===== src/prs_sequencer.sv =====
// constants, startup supply control, turn-on blanking, fault shutdown and shared auto-restart timing
// assumes comparator flags arrive asynchronously; nrst is the undervoltage_lockout reset
//
// Summary of operation
// startup_charge_current stays on until supply reaches the 12 V start threshold.
// in steady running the high_voltage_supply_regulator holds supply near 10 V.
// regulator is switched off while a bias winding holds supply above 10 V.
// current comparator ignored for 250 ns blanking_interval after every switch turn-on.
// all faults share one auto-restart sequence; none latches off permanently.
// any fault stops switching at once and keeps the switch off.
// during the 1.6 s restart timer the regulator holds supply, switching halted.
// after the restart count the regulator is disabled so supply decays.
// at the 8 V stop threshold protection clears and charging restarts.
// at the 12 V start threshold switching resumes; cycle repeats while fault persists.
// overload delay timer starts when feedback_voltage reaches 4.4 V.
// overload only if feedback stays above 4.4 V for full 100 ms delay.
// abnormal sense current while gate is on causes shutdown.
// supply above 24.5 V triggers supply_overvoltage_fault and stops switching.
// junction temperature above 140 C triggers thermal_shutdown_fault.
// after thermal shutdown restart only once temperature has dropped by 60 C.
// comparator inputs synchronised; blanking, overload and restart timers count mclk.

package prs_pkg;
	localparam int  CLK_PERIOD_NS     = 10;
	localparam int  BLANK_TIME_NS     = 250;
	localparam int  OVERLOAD_TIME_MS  = 100;
	localparam int  RESTART_TIME_MS   = 1600;
	localparam int  NS_PER_MS         = 1000000;
	// least time: round up, never below one cycle
	localparam int  BLANK_CYCLES_I    = (BLANK_TIME_NS + CLK_PERIOD_NS - 1) / CLK_PERIOD_NS;
	localparam int  BLANK_W           = 5;
	localparam logic [BLANK_W-1:0] BLANK_CYCLES = BLANK_W'(BLANK_CYCLES_I);
	localparam int  TIMER_W           = 28;
	localparam longint OVERLOAD_CYCLES_L = longint'(OVERLOAD_TIME_MS) * NS_PER_MS / CLK_PERIOD_NS;
	localparam longint RESTART_CYCLES_L  = longint'(RESTART_TIME_MS) * NS_PER_MS / CLK_PERIOD_NS;
	localparam logic [TIMER_W-1:0] OVERLOAD_CYCLES = TIMER_W'(OVERLOAD_CYCLES_L);
	localparam logic [TIMER_W-1:0] RESTART_CYCLES  = TIMER_W'(RESTART_CYCLES_L);
	localparam int  SYNC_W            = 10;
	// bit positions inside the synchronised comparator vector
	localparam int  IN_VCC_START  = 0;
	localparam int  IN_VCC_STOP   = 1;
	localparam int  IN_VCC_REG    = 2;
	localparam int  IN_FB_OVL     = 3;
	localparam int  IN_SENSE_ABN  = 4;
	localparam int  IN_VCC_OVP    = 5;
	localparam int  IN_TEMP_TRIP  = 6;
	localparam int  IN_TEMP_COOL  = 7;
	localparam int  IN_PWM_TRIP   = 8;
	localparam int  IN_OSC_ON     = 9;
	localparam logic [SYNC_W-1:0] SYNC_RESET = {SYNC_W{1'b0}};
	typedef enum logic [1:0] {
		ST_CHARGE,
		ST_RUN,
		ST_FAULT_HOLD,
		ST_DECAY
	} prs_state_e;
endpackage : prs_pkg

module prs_sequencer
	import prs_pkg::*;
#(
	parameter logic [prs_pkg::TIMER_W-1:0] OVERLOAD_COUNT = prs_pkg::OVERLOAD_CYCLES,
	parameter logic [prs_pkg::TIMER_W-1:0] RESTART_COUNT  = prs_pkg::RESTART_CYCLES
) (
	input  wire logic mclk,
	input  wire logic nrst,
	input  wire logic vccAboveStart,
	input  wire logic vccAboveStop,
	input  wire logic vccAboveReg,
	input  wire logic feedbackOverload,
	input  wire logic senseAbnormal,
	input  wire logic vccOverVoltage,
	input  wire logic tempAboveTrip,
	input  wire logic tempCooled,
	input  wire logic pwmCompTrip,
	input  wire logic oscTurnOn,
	output logic      gateOn,
	output logic      switchEnable,
	output logic      hvRegEnable,
	output logic      chargeEnable,
	output logic      blankActive,
	output logic      faultActive,
	output logic      thermalLatched
);
	import prs_pkg::*;

	logic [SYNC_W-1:0]  rawIn;
	logic [SYNC_W-1:0]  syncIn;
	logic               oscOnPrev_reg;
	logic               oscOnPrev_next;
	prs_state_e         state_reg;
	prs_state_e         state_next;
	logic [TIMER_W-1:0] ovlCount_reg;
	logic [TIMER_W-1:0] ovlCount_next;
	logic [TIMER_W-1:0] rstCount_reg;
	logic [TIMER_W-1:0] rstCount_next;
	logic [BLANK_W-1:0] blankCount_reg;
	logic [BLANK_W-1:0] blankCount_next;
	logic               gateOn_reg;
	logic               gateOn_next;
	logic               switchEnable_reg;
	logic               switchEnable_next;
	logic               hvRegEnable_reg;
	logic               hvRegEnable_next;
	logic               chargeEnable_reg;
	logic               chargeEnable_next;
	logic               blankActive_reg;
	logic               blankActive_next;
	logic               faultActive_reg;
	logic               faultActive_next;
	logic               thermal_reg;
	logic               thermal_next;
	logic               turnOnEdge;
	logic               overloadDone;
	logic               aocpHit;
	logic               anyFault;

	// true on the final cycle of a count that runs up from zero
	function automatic logic at_last(
		input logic [TIMER_W-1:0] count,
		input logic [TIMER_W-1:0] limit
	);
		return count == limit - TIMER_W'(1);
	endfunction : at_last

	assign rawIn[IN_VCC_START] = vccAboveStart;
	assign rawIn[IN_VCC_STOP]  = vccAboveStop;
	assign rawIn[IN_VCC_REG]   = vccAboveReg;
	assign rawIn[IN_FB_OVL]    = feedbackOverload;
	assign rawIn[IN_SENSE_ABN] = senseAbnormal;
	assign rawIn[IN_VCC_OVP]   = vccOverVoltage;
	assign rawIn[IN_TEMP_TRIP] = tempAboveTrip;
	assign rawIn[IN_TEMP_COOL] = tempCooled;
	assign rawIn[IN_PWM_TRIP]  = pwmCompTrip;
	assign rawIn[IN_OSC_ON]    = oscTurnOn;

	// analog flags and the oscillator pulse are foreign to mclk
	prs_sync #(
		.WIDTH   (SYNC_W)
	) u_sync (
		.mclk    (mclk),
		.nrst    (nrst),
		.asyncIn (rawIn),
		.syncOut (syncIn)
	);

	always_comb begin
		oscOnPrev_next = syncIn[IN_OSC_ON];
		turnOnEdge     = syncIn[IN_OSC_ON] & ~oscOnPrev_reg;
		// counter stops one short of the limit and clears, so the fault fires exactly at the delay
		overloadDone   = syncIn[IN_FB_OVL] && at_last(ovlCount_reg, OVERLOAD_COUNT);
		aocpHit        = gateOn_reg && syncIn[IN_SENSE_ABN];
		anyFault       = overloadDone
		               || aocpHit
		               || syncIn[IN_VCC_OVP]
		               || syncIn[IN_TEMP_TRIP]
		               || !syncIn[IN_VCC_STOP];
	end

	// overload delay timer runs only while feedback sits above the overload level
	always_comb begin
		ovlCount_next = '0;
		if (state_reg == ST_RUN && syncIn[IN_FB_OVL] && !overloadDone) begin
			ovlCount_next = ovlCount_reg + TIMER_W'(1);
		end
	end // a short excursion restarts the count from zero

	always_comb begin
		state_next        = state_reg;
		rstCount_next     = rstCount_reg;
		thermal_next      = thermal_reg;
		chargeEnable_next = 1'b0;
		hvRegEnable_next  = 1'b0;
		switchEnable_next = 1'b0;
		faultActive_next  = 1'b0;
		if (syncIn[IN_TEMP_TRIP]) begin
			thermal_next = 1'b1;
		end else if (syncIn[IN_TEMP_COOL]) begin
			thermal_next = 1'b0;
		end
		unique case (state_reg)
			ST_CHARGE: begin
				chargeEnable_next = 1'b1;
				hvRegEnable_next  = 1'b1;
				if (syncIn[IN_VCC_START]) begin
					state_next        = ST_RUN;
					chargeEnable_next = 1'b0;
					hvRegEnable_next  = ~syncIn[IN_VCC_REG];
					switchEnable_next = 1'b1;
				end
			end
			ST_RUN: begin
				// bias winding above regulation takes over the supply
				hvRegEnable_next  = ~syncIn[IN_VCC_REG];
				switchEnable_next = 1'b1;
				if (anyFault) begin
					state_next        = ST_FAULT_HOLD;
					switchEnable_next = 1'b0;
					faultActive_next  = 1'b1;
					rstCount_next     = '0;
				end
			end
			ST_FAULT_HOLD: begin
				hvRegEnable_next = ~syncIn[IN_VCC_REG];
				faultActive_next = 1'b1;
				if (at_last(rstCount_reg, RESTART_COUNT)) begin
					rstCount_next = '0;
					// still hot: another restart period rather than a permanent latch
					if (!thermal_next) begin
						state_next       = ST_DECAY;
						hvRegEnable_next = 1'b0;
					end
				end else begin
					rstCount_next = rstCount_reg + TIMER_W'(1);
				end
			end
			ST_DECAY: begin
				faultActive_next = 1'b1;
				if (!syncIn[IN_VCC_STOP]) begin
					state_next        = ST_CHARGE;
					faultActive_next  = 1'b0;
					chargeEnable_next = 1'b1;
					hvRegEnable_next  = 1'b1;
				end
			end
		endcase
	end

	// gate and blanking: the gate drops at once when switching is withdrawn
	always_comb begin
		gateOn_next      = gateOn_reg;
		blankCount_next  = blankCount_reg;
		blankActive_next = 1'b0;
		if (!switchEnable_next) begin
			gateOn_next     = 1'b0;
			blankCount_next = '0;
		end else if (turnOnEdge && !gateOn_reg) begin
			gateOn_next      = 1'b1;
			blankCount_next  = BLANK_CYCLES - BLANK_W'(1);
			blankActive_next = 1'b1;
		end else if (blankCount_reg != '0) begin
			blankCount_next  = blankCount_reg - BLANK_W'(1);
			blankActive_next = 1'b1;
		end else if (gateOn_reg && syncIn[IN_PWM_TRIP]) begin
			gateOn_next = 1'b0; // comparator heard only once blanking is over
		end
	end

	always_ff @(posedge mclk or negedge nrst) begin
		if (!nrst) begin
			oscOnPrev_reg <= 1'b0;
		end else begin
			oscOnPrev_reg <= oscOnPrev_next;
		end
	end

	always_ff @(posedge mclk or negedge nrst) begin
		if (!nrst) begin
			ovlCount_reg <= '0;
		end else begin
			ovlCount_reg <= ovlCount_next;
		end
	end

	// reset leaves the charge source and regulator on, as undervoltage lockout demands
	always_ff @(posedge mclk or negedge nrst) begin
		if (!nrst) begin
			state_reg        <= ST_CHARGE;
			rstCount_reg     <= '0;
			switchEnable_reg <= 1'b0;
			hvRegEnable_reg  <= 1'b1;
			chargeEnable_reg <= 1'b1;
			faultActive_reg  <= 1'b0;
			thermal_reg      <= 1'b0;
		end else begin
			state_reg        <= state_next;
			rstCount_reg     <= rstCount_next;
			switchEnable_reg <= switchEnable_next;
			hvRegEnable_reg  <= hvRegEnable_next;
			chargeEnable_reg <= chargeEnable_next;
			faultActive_reg  <= faultActive_next;
			thermal_reg      <= thermal_next;
		end
	end

	always_ff @(posedge mclk or negedge nrst) begin
		if (!nrst) begin
			blankCount_reg  <= '0;
			gateOn_reg      <= 1'b0;
			blankActive_reg <= 1'b0;
		end else begin
			blankCount_reg  <= blankCount_next;
			gateOn_reg      <= gateOn_next;
			blankActive_reg <= blankActive_next;
		end
	end

	assign gateOn         = gateOn_reg;
	assign switchEnable   = switchEnable_reg;
	assign hvRegEnable    = hvRegEnable_reg;
	assign chargeEnable   = chargeEnable_reg;
	assign blankActive    = blankActive_reg;
	assign faultActive    = faultActive_reg;
	assign thermalLatched = thermal_reg;
endmodule : prs_sequencer


===== src/prs_sync.sv =====
// two-flop synchroniser for the asynchronous comparator flags of the sequencer
// assumes one 100 MHz oscillator clock and an asynchronous active-low reset

module prs_sync #(
	parameter int WIDTH = 1
) (
	input  wire logic             mclk,
	input  wire logic             nrst,
	input  wire logic [WIDTH-1:0] asyncIn,
	output logic      [WIDTH-1:0] syncOut
);
	logic [WIDTH-1:0] stage1_reg;
	logic [WIDTH-1:0] stage1_next;
	logic [WIDTH-1:0] stage2_reg;
	logic [WIDTH-1:0] stage2_next;

	always_comb begin
		stage1_next = asyncIn;
		stage2_next = stage1_reg;
	end

	always_ff @(posedge mclk or negedge nrst) begin
		if (!nrst) begin
			stage1_reg <= '0;
			stage2_reg <= '0;
		end else begin
			stage1_reg <= stage1_next;
			stage2_reg <= stage2_next;
		end
	end

	assign syncOut = stage2_reg;
endmodule : prs_sync

===== config.mk =====
export PLATFORM = sky130hd
export DESIGN_NAME = prs_sequencer
export DESIGN_NICKNAME = d
export VERILOG_FILES = /design/src/prs_sequencer.sv /design/src/prs_sync.sv
export SDC_FILE = /design/constraint.sdc
export NUM_CORES = 1
export LEC_CHECK = 0
export ABC_CLOCK_PERIOD_IN_PS = 3100
export BUFFER_PORTS_ARGS = -buffer_cell sky130_fd_sc_hd__clkbuf_2
export CORE_ASPECT_RATIO = 0.8
export CORE_MARGIN = 8
export CORE_UTILIZATION = 35
export DETAILED_ROUTE_END_ITERATION = 10
export PLACE_DENSITY = 0.5
export SYNTH_ARGS = -nofsm -noshare
export SYNTH_HDL_FRONTEND = slang
export SYNTH_SLANG_ARGS = --single-unit
export TNS_END_PERCENT = 1

===== constraint.sdc =====
create_clock -name mclk -period 3.1 [get_ports mclk]
set_clock_uncertainty 0.1 [all_clocks]
set_input_delay 0.62 -clock mclk [delete_from_list [all_inputs] [get_ports mclk]]
set_output_delay 0.62 -clock mclk [all_outputs]
set_load 0.005 [all_outputs]

# Word-level counts from Yosys, hierarchy flattened
# Cells that the tools add are included.
[word_totals] ff_bits=91 inputBits=12 word_cells=87
[classes] add_sub_neg=3 n_eq_ne=13 mux=35 bitwise=3 n_reduce_logical=19
[op_table] operator="28-bit 2-to-1 mux" n=3
[op_table] operator="28-bit by 1-bit adder with 28-bit output (second input constant)" n=2
[op_table] operator="28-bit one-hot mux with 2 select lines" n=1
[op_table] operator="28-bit by 24-bit equality test with 1-bit output (second input constant)" n=1
[op_table] operator="28-bit equality test (second input constant)" n=1
[op_table] operator="1-bit 2-to-1 mux" n=18
[op_table] operator="5-bit 2-to-1 mux" n=3
[op_table] operator="2-bit 2-to-1 mux" n=5
[op_table] operator="2-bit != test (second input constant)" n=4
[op_table] operator="2-bit one-hot mux with 4 select lines" n=1
[op_table] operator="1-bit logical AND" n=6
[op_table] operator="3-bit by 1-bit != test with 1-bit output (second input constant)" n=2
[op_table] operator="5-bit AND reduction" n=1
[op_table] operator="5-bit nonzero test" n=1
[op_table] operator="5-bit by 1-bit subtractor with 5-bit output (second input constant)" n=1
[op_table] operator="2-bit equality test (second input constant)" n=2
[op_table] operator="1-bit logical OR" n=4
[op_table] operator="1-bit one-hot mux with 2 select lines" n=2
[op_table] operator="1-bit one-hot mux with 4 select lines" n=1
[op_table] operator="2-bit AND reduction" n=2
[op_table] operator="1-bit logical NOT" n=3
[op_table] operator="3-bit != test (second input constant)" n=1
[op_table] operator="1-bit one-hot mux with 3 select lines" n=1
[op_table] operator="2-bit by 1-bit equality test with 1-bit output (second input constant)" n=1
[op_table] operator="5 further kinds" n=6

# Longest topological paths before layout
# Gate-level depths: netlist of run 1.
[depth] ltp_word=10 mapped_depth=9 mapped_depth_nobuf=9

# Cells and area by module
# A second synthesis of run 1 with hierarchy kept.
[unflattened] hier_cells=440 hier_area_um2=4473.0
[modules_own_cells] module="prs_sequencer" n_inst=1 cells_per_inst=420 area_each_um2=3972.6
[modules_own_cells] module="prs_sync" n_inst=1 cells_per_inst=20 area_each_um2=500.5

# Worst setup path after synthesis of run 1
# OpenSTA, ideal clock, no wires.
[synth_path] path_type="reg2reg" start="register rstCount_reg[0]" end="register state_reg[1]" setup_time_ns=0.125 arrival_time_ns=2.015 required_ns=2.875 setup_slack_ns=0.860 stages_incl_launch_ff=7 n_path_buf=0 synth_period_minus_slack_ns=2.240 cell_sequence="dfrtp_1 -> ha_1 -> nand4_1 -> or2_1 -> o41a_1 -> nor3_1 -> mux2_2"
[synth_between] elab_chain_cells=3
[synth_lines] item="from (decl)" line_no="prs_sequencer.sv:95" rtl="logic [TIMER_W-1:0] rstCount_reg;"
[synth_lines] item="from (signal assigned)" line_no="prs_sequencer.sv:277" rtl="rstCount_reg <= rstCount_next;"
[synth_lines] item="28-bit equality test" line_no="prs_sequencer.sv:123" rtl="return count == limit - TIMER_W'(1);"
[synth_lines] item="2-bit != test (no source line)"
[synth_lines] item="5-bit AND reduction (no source line)"
[synth_lines] item="to (signal assigned)" line_no="prs_sequencer.sv:276" rtl="state_reg <= state_next;"
[synth_lines] item="to (decl)" line_no="prs_sequencer.sv:91" rtl="prs_state_e state_reg;"
# Every way passes these cells.
# A chain may end at the register's enable or synchronous reset.

# Worst setup path in the final report of run 1
[layout_path] start="register rstCount_reg[0]" end="register rstCount_reg[0]"
[layout_between] elab_chain_cells=3 elab_cells_between_ends=4 classes_between="add/sub (1); eq/ne (1); mux (2)"
[layout_lines] item="28-bit by 1-bit adder with 28-bit output / 28-bit equality test (equally long branches)" line_no="prs_sequencer.sv:214, prs_sequencer.sv:123"
[layout_lines] item="28-bit 2-to-1 mux *" line_no="prs_sequencer.sv:206" rtl="if (at_last(rstCount_reg, RESTART_COUNT)) begin"
[layout_lines] item="28-bit one-hot mux with 2 select lines *" line_no="prs_sequencer.sv:181" rtl="unique case (state_reg)"
# Every way passes the cells marked *; elsewhere a longest branch is shown, timed or not.

==> results of run 1 <==
## metrics by stage
stage / instance area (µm²) / cells / total power (µW) / util (%)
final: 4810 / 597 / 3240 / 40.2
after global routing: 4810 / 597 / 3470 / 40.2
after CTS: 4810 / 597 / 3300 / 40.2
after detailed placement: 4510 / 581 / 2180 / 37.6
after global placement: 4510 / 581 / 2180 / 37.6
after floorplan: 4210 / 416 / 1940 / -
## logic make-up (layout without fill, tap and decap cells)
group           Yosys count  after routing  share of synthesized area, %
flops                    91             91                          54.1
fa+ha+maj                 8              8                          2.38
mux                       5              5                          1.22
buf+inv                  23             52                          2.35
xor+xnor                 26             26                          5.40
compound gates           86             86                          12.7
simple gates            177            177                          21.8
## where the power goes
part / total, µW / internal (µW) / leakage [µW] / switching [µW]
Sequential: 1350 / 1290 / 0.00120 / 59.9
Clock: 1090 / 576 / 0.000150 / 512
Combinational: 812 / 308 / 0.000614 / 505
Total: 3240 / 2170 / 0.00197 / 1080
## worst reg2reg max path, stage by stage, from the launching register on
cell and delay (ns):
dfrtp_1 0.40, ha_1 0.23, nand4_1 0.20, or2_1 0.32, o31ai_2 0.30, buf_4 0.30
or2_1 0.35, o21ai_0 0.13
## worst paths after layout
kind / from / endpoint / slack (ns) / cells after the start
max: rstCount_reg[0]$_DFFE_PN0P_ / rstCount_reg[0]$_DFFE_PN0P_ / 0.65 / 7
min: nrst / ovlCount_reg[3]$_DFF_PN0_ / 0.20 / 1
max reg2reg: rstCount_reg[0]$_DFFE_PN0P_ / rstCount_reg[0]$_DFFE_PN0P_ / 0.65 / 7
min reg2reg: u_sync.stage1_reg[5]$_DFF_PN0_ / u_sync.syncOut[5]$_DFF_PN0_ / 0.25 / 0
max in group asynchronous: nrst / hvRegEnable$_DFF_PN1_ / 2.01 / 2
min in group mclk: u_sync.stage1_reg[5]$_DFF_PN0_ / u_sync.syncOut[5]$_DFF_PN0_ / 0.25 / 0
## cells in the mapped netlist (all sizes together), types with 4 or more instances
cell type,number
o21ai,34
ha,8
buf,5
and2,9
inv,12
o31ai,13
xor2,14
and4,7
mux2i,4
and3,4
nor2,50
nand2,36
nor3,12
nand2b,5
xnor2,12
nor2b,4
nand4,12
clkbuf,6
nand3,17
a31oi,5
a21oi,20
dfrtp,89
or3,5
## per-layer routing
metal | vias to the layer above | global-route usage, % | share of wire, %
li1 | 1524 | - | -
met1 | 1475 | 16.9 | 53
met2 | 55 | 16.0 | 42
met3 | 9 | 3.42 | 3.8
met4 | 0 | 3.72 | 1.3
met5 | - | 0 | 0
## cell type report
type | instances | area [µm²] | share of cell area [%]
Inverter | 12 | 45.0 | 0.936
Sequential cell | 91 | 2280 | 47.4
Timing Repair Buffer | 24 | 150 | 3.12
Clock inverter | 7 | 81.3 | 1.69
Clock buffer | 9 | 225 | 4.68
Tap cell | 152 | 190 | 3.95
Multi-Input combinational cell | 302 | 1840 | 38.2
==> summary.md, run 1 <==
| Metric | Value |
|---|---|
| DR vias | `3,063` |
| Leak Pwr | `0.00197 µW` |
| Drt total wl | `8.48 mm` |
| Clock sink count | `91` |
| Worst hold margin | `0.199 ns` |
| CP bufs+invs | `1` |
| Crit path largest cell delay | `0.40 ns` |
| Critical-path cell list | `ha_1 > nand4_1 > or2_1 > o31ai_2 > buf_4 > or2_1 > o21ai_0` |
| Synth top area share | `52.9%` |
| Number of synthesis warnings | `0` |
| Routed Antenna Nets | `0` |
| Layout cell share with drive strength beyond 1 | `11.9%` |
| CTS tree | `built` |
| FFs w/ async S/R, synth | `100%` |
| Most used flip-flop cell after synthesis | `dfrtp_1` |
| Later-pin clock latency in the skew report | `0.34 ns` |
| First-pass GRT wire length | `14.9 mm` |
| Syn Nets | `436` |
| Place WS | `between 0.6 and 0.7 ns` |
| Hold Vio Cnt, Final | `0` |
| Post-Syn Area | `4210 µm²` |
| Crit Path Max Fanout | `20` |
| Syn Inst Count | `416` |
| DR iter-0 viols | `149` |
| Initial antenna violation count | `0` |
| RSZ-0062 raised after global routing | `no` |
| Critical path type | `flip-flop to flip-flop` |
| CTS Buf Count | `9` |
| Setup tns final | `0 ns` |
| Row count | `36` |
| Core Region | `approximately 12,000 µm²` |
| Critical-path top delay cell | `dfrtp_1` |
| VDD IR max | `0.320 mV` |
| EDFF count, synth | `0` |
| Hold Path Class | `input pin to async pin` |
| Drt pass-1 iters | `4` |
| Vias per Instance | `5.13` |
| Port Buf Inserts | `18` |
| Post-synth cell types | `53` |
| Pins Over Slew Limit | `0` |
| Synth area leader | `dfrtp_1` |
| Area Overhead vs Synth | `14.2%` |
| Critical path launch point type | `flip-flop` |
| Setup Buffers After CTS | `0` |
| Longest Clk Path Bufs | `2` |
| Commonest cells after routing, fill and taps aside | `dfrtp_1 (89), nor2_1 (49), nand2_1 (36)` |
| Clk slew on worst S/H paths | `0.07 ns` |
| DRC | `0` |
| Crit. End Element | `flip-flop` |
| Die Area | `15,800 µm²` |
| Outcome | `finished clean` |
| # setup viols final | `0` |
| DR WL/cell | `14.2 µm` |
| Diode count | `0` |
| Data arrival time of the worst path | `2.57 ns` |
| Vias in the first global route | `between 2,000 and 3,000` |
| Post_cts resized | `0` |
| Final worst setup slack | `0.651 ns` |
| Largest net degree at the start of global routing | `52` |
| Ports | `19` |
| Total track usage | `11.6%` |
| Top post-synthesis cells by area | `dfrtp_1 (53%), nor2_1 (4.4%), o21ai_0 (3.8%)` |
| Max-Cap Viols | `0` |
| Most common cell after layout, fill and taps aside | `dfrtp_1` |
| Crit-path leading delay family | `simple AND/OR/NAND/NOR gates` |
| Power Density | `674 nW/µm²` |
| DP Wirelength | `6.00 mm` |
| Worst path required time | `3.22 ns` |
| Final Wtd Congestion | `0.771` |
| Peak Freq | `roughly 0.41 GHz` |
| Final worst-path cycle share | `between 70% and 80%` |
| Slew HR | `56.7%` |
| Post-synthesis sequential area ratio | `54.1%` |
| Starting Density | `35.2%` |
| GRT overflow | `0` |
| # nets final | `460` |
| Chip Width | `139 µm` |
| CTS root buf | `clkbuf_16` |
| Fill cells | `1,185` |
| H-tree levels | `3` |
| Chip Height | `around 110 µm` |
| Worst-Margin Slew | `0.649 ns` |
| Crit path time final | `2.45 ns` |
| Yosys reg bits | `91` |
| Post-CTS Hold Buffers | `0` |
| Most frequent cell on the critical path | `or2_1` |
| Synth Area per Inst | `a little over 10 µm²` |
(Power assumes the default switching activity.)
==> run 2: changes to the inputs <==
--- a/config.mk
+++ b/config.mk
@@ -5,13 +5,13 @@
 export SDC_FILE = /design/constraint.sdc
 export NUM_CORES = 1
 export LEC_CHECK = 0
-export ABC_CLOCK_PERIOD_IN_PS = 3100
+export ABC_CLOCK_PERIOD_IN_PS = 2130
 export BUFFER_PORTS_ARGS = -buffer_cell sky130_fd_sc_hd__clkbuf_2
 export CORE_ASPECT_RATIO = 0.8
 export CORE_MARGIN = 8
 export CORE_UTILIZATION = 35
 export DETAILED_ROUTE_END_ITERATION = 10
-export PLACE_DENSITY = 0.5
+export PLACE_DENSITY = 0.52
 export SYNTH_ARGS = -nofsm -noshare
 export SYNTH_HDL_FRONTEND = slang
 export SYNTH_SLANG_ARGS = --single-unit
==> constraint.sdc (replaced) <==
create_clock -name mclk -period 2.13 [get_ports mclk]
set_clock_uncertainty 0.1 [all_clocks]
set_input_delay 0.426 -clock mclk [delete_from_list [all_inputs] [get_ports mclk]]
set_output_delay 0.426 -clock mclk [all_outputs]
set_load 0.005 [all_outputs]
==> summary.md, run 2 (synthesized netlist as in run 1, its figures left out) <==
| Metric | Value |
|---|---|
| Largest net degree at the start of global routing | `37 (was 52)` |
| Total track usage | `12.6% (was 11.6%)` |
| R2R Path Start | `ovlCount_reg[27]$_DFF_PN0_ (was rstCount_reg[0]$_DFFE_PN0P_)` |
| Crit Path Max Fanout | `5 (was 20)` |
| Drt pass-1 iters | `5 (was 4)` |
| Wl on met1 | `4.99 mm (was 4.50 mm)` |
| Data arrival time of the worst path | `2.32 ns (was 2.57 ns)` |
| Outcome | `complete, but fails checks (was finished clean)` |
| Fill cells | `1,129 (was 1,185)` |
| CTS Buf Count | `9 (unchanged)` |
| Layout cell share with drive strength beyond 1 | `27.5% (was 11.9%)` |
| Vias per Instance | `5.12 (was 5.13)` |
| CTS tree | `built (unchanged)` |
| Initial antenna violation count | `0 (unchanged)` |
| Final worst-path cycle share | `101% (was 79.0%)` |
| First-pass GRT wire length | `16.2 mm (was 14.9 mm)` |
| FF-to-FF path depth | `6 (was 7)` |
| Later-pin clock latency in the skew report | `0.34 ns (about the same)` |
| Power Density | `936 nW/µm² (was 674 nW/µm²)` |
| Worst R2R End | `rstCount_reg[27]$_DFFE_PN0P_ (was rstCount_reg[0]$_DFFE_PN0P_)` |
| Failing checks | `setup timing` |
| Starting Density | `35.2% (unchanged)` |
| Port Buf Inserts | `18 (unchanged)` |
| Leak Pwr | `0.00237 µW (was 0.00197 µW)` |
| Met3 routed wirelength | `369 µm (was 322 µm)` |
| Placed cell area | `5000 µm² (was 4510 µm²)` |
| Crit path to | `rstCount_reg[27]$_DFFE_PN0P_ (was rstCount_reg[0]$_DFFE_PN0P_)` |
| Area Overhead vs Synth | `30.1% (was 14.2%)` |
| Ports | `19 (unchanged)` |
| Critical path type | `flip-flop to flip-flop (unchanged)` |
| Critical-path cell list | `nor4_2 > and4_1 > a31oi_4 > a21o_1 > or4_4 > a21oi_2 (was ha_1 > nand4_1 > or2_1 > o31ai_2 > buf_4 > or2_1 > o21ai_0)` |
| VDD IR max | `0.491 mV (was 0.320 mV)` |
| Reg2reg setup slack | `-0.02 ns (was 0.65 ns)` |
| Longest Clk Path Bufs | `2 (unchanged)` |
| DP Wirelength | `6.75 mm (was 6.00 mm)` |
| # nets final | `525 (was 460)` |
| Final Wtd Congestion | `0.753 (was 0.771)` |
| Met2 Wirelength | `4.12 mm (was 3.55 mm)` |
| Max-Cap Viols | `0 (unchanged)` |
| Drt total wl | `9.61 mm (was 8.48 mm)` |
| Vias in the first global route | `3,239 (was 2,885)` |
| DRC | `0 (unchanged)` |
| Finished Cell Area | `5480 µm² (was 4810 µm²)` |
| Critical path launch point type | `flip-flop (unchanged)` |
| Crit path time final | `2.15 ns (was 2.45 ns)` |
| Core Region | `12,000 µm² (unchanged)` |
| DR iter-0 viols | `194 (was 149)` |
| Crit. End Element | `flip-flop (unchanged)` |
| Critical-path top delay cell | `or4_4 (was dfrtp_1)` |
| Row count | `36 (unchanged)` |
| # setup viols final | `3 (was 0)` |
| Routed Antenna Nets | `0 (unchanged)` |
| Worst path required time | `2.30 ns (was 3.22 ns)` |
| Chip Height | `114 µm (unchanged)` |
| RSZ-0062 raised after global routing | `yes (was no)` |
| Clk slew on worst S/H paths | `0.07 ns (about the same)` |
| Die Area | `15,800 µm² (unchanged)` |
| Worst-Margin Slew | `0.519 ns (was 0.649 ns)` |
| Peak Freq | `0.464 GHz (was 0.408 GHz)` |
| Crit path from | `ovlCount_reg[27]$_DFF_PN0_ (was rstCount_reg[0]$_DFFE_PN0P_)` |
| Final worst setup slack | `-0.0246 ns (was 0.651 ns)` |
| Slew HR | `65.4% (was 56.7%)` |
| Hold Vio Cnt, Final | `0 (unchanged)` |
| Hold Path Class | `input pin to flip-flop (was input pin to async pin)` |
| Crit path largest cell delay | `0.52 ns (was 0.40 ns)` |
| Chip Width | `139 µm (unchanged)` |
| Diode count | `0 (unchanged)` |
| Place WS | `-0.120 ns (was 0.640 ns)` |
| Clock sink count | `91 (unchanged)` |
| DR vias | `3,390 (was 3,063)` |
| Commonest cells after routing, fill and taps aside | `dfrtp_1 (89), buf_4 (64), nor2_1 (49) (was dfrtp_1 (89), nor2_1 (49), nand2_1 (36))` |
| H-tree levels | `3 (unchanged)` |
| DR WL/cell | `14.5 µm (was 14.2 µm)` |
| Most common cell after layout, fill and taps aside | `dfrtp_1 (unchanged)` |
| GRT overflow | `0 (unchanged)` |
| CTS root buf | `clkbuf_16 (unchanged)` |
| Pins Over Slew Limit | `0 (unchanged)` |
| Top sig layer | `met4 (unchanged)` |
[run 2: power by group]
part / switching (µW) / internal, µW / total (µW)
combinational: 859 / 640 / 1500
clock: 691 / 992 / 1680
sequential: 80.0 / 1870 / 1950
[run 2: how the worst min path moves through the flow]
stage,start,to,slack (ns),cells after the start
finish,pwmCompTrip,u_sync.stage1_reg[8]$_DFF_PN0_,0.09,1
global placement,u_sync.stage1_reg[8]$_DFF_PN0_,u_sync.syncOut[8]$_DFF_PN0_,0.23,0
global route,pwmCompTrip,u_sync.stage1_reg[8]$_DFF_PN0_,0.07,1
detailed placement,u_sync.stage1_reg[4]$_DFF_PN0_,u_sync.syncOut[4]$_DFF_PN0_,0.23,0
floorplan,nrst,blankActive$_DFF_PN0_,0.03,0
CTS,pwmCompTrip,u_sync.stage1_reg[8]$_DFF_PN0_,0.07,1
[run 2: metal layers]
metal,global-route usage (%),vias up
met4,4.45,0
met1,18.1,1672
li1,-,1655
met2,17.5,53
met5,0,-
met3,3.46,10
[run 2: per-stage QoR]
stage	hold slack (ns)	TNS (ns)	cells	util, %	power [µW]
4_1_cts	0.0698	-0.124	658	44.8	5150
5_1_grt	0.0676	-0.785	662	45.8	5440
3_5_place_dp	0.235	-1.05	641	41.7	3400
6_report	0.0854	-0.0450	662	45.8	5130
2_1_floorplan	0.0304	-0.0646	416	-	2840
3_3_place_gp	0.233	-0.406	641	41.7	3370
[run 2: layout make-up]
type	count	area (µm²)	share of cell area [%]
sequential	91	2280	41.6
multi-input combinational	302	1960	35.7
timing repair buffer	89	689	12.6
clock buffer	11	253	4.61
tap	152	190	3.47
clock inverter	5	67.6	1.23
inverter	12	45.0	0.821
[run 2: critical path: cells and delay by family (launching register included)]
| kind | cells | cell delay, ns |
|---|---|---|
| and+or+nand+nor | 3 | 1.10 |
| DFF | 1 | 0.40 |
| AOI/OAI and AO/OA | 3 | 0.47 |
[run 2: repair_timing]
item | 4_1_cts | 5_1_grt
pin swaps | 2 | 8
endpoints found under the hold margin | 34 | 0
resized for setup | 8 | 33
setup buffers | 0 | 4
hold buffers | 1 | 0
setup endpoints to repair | 32 | 35
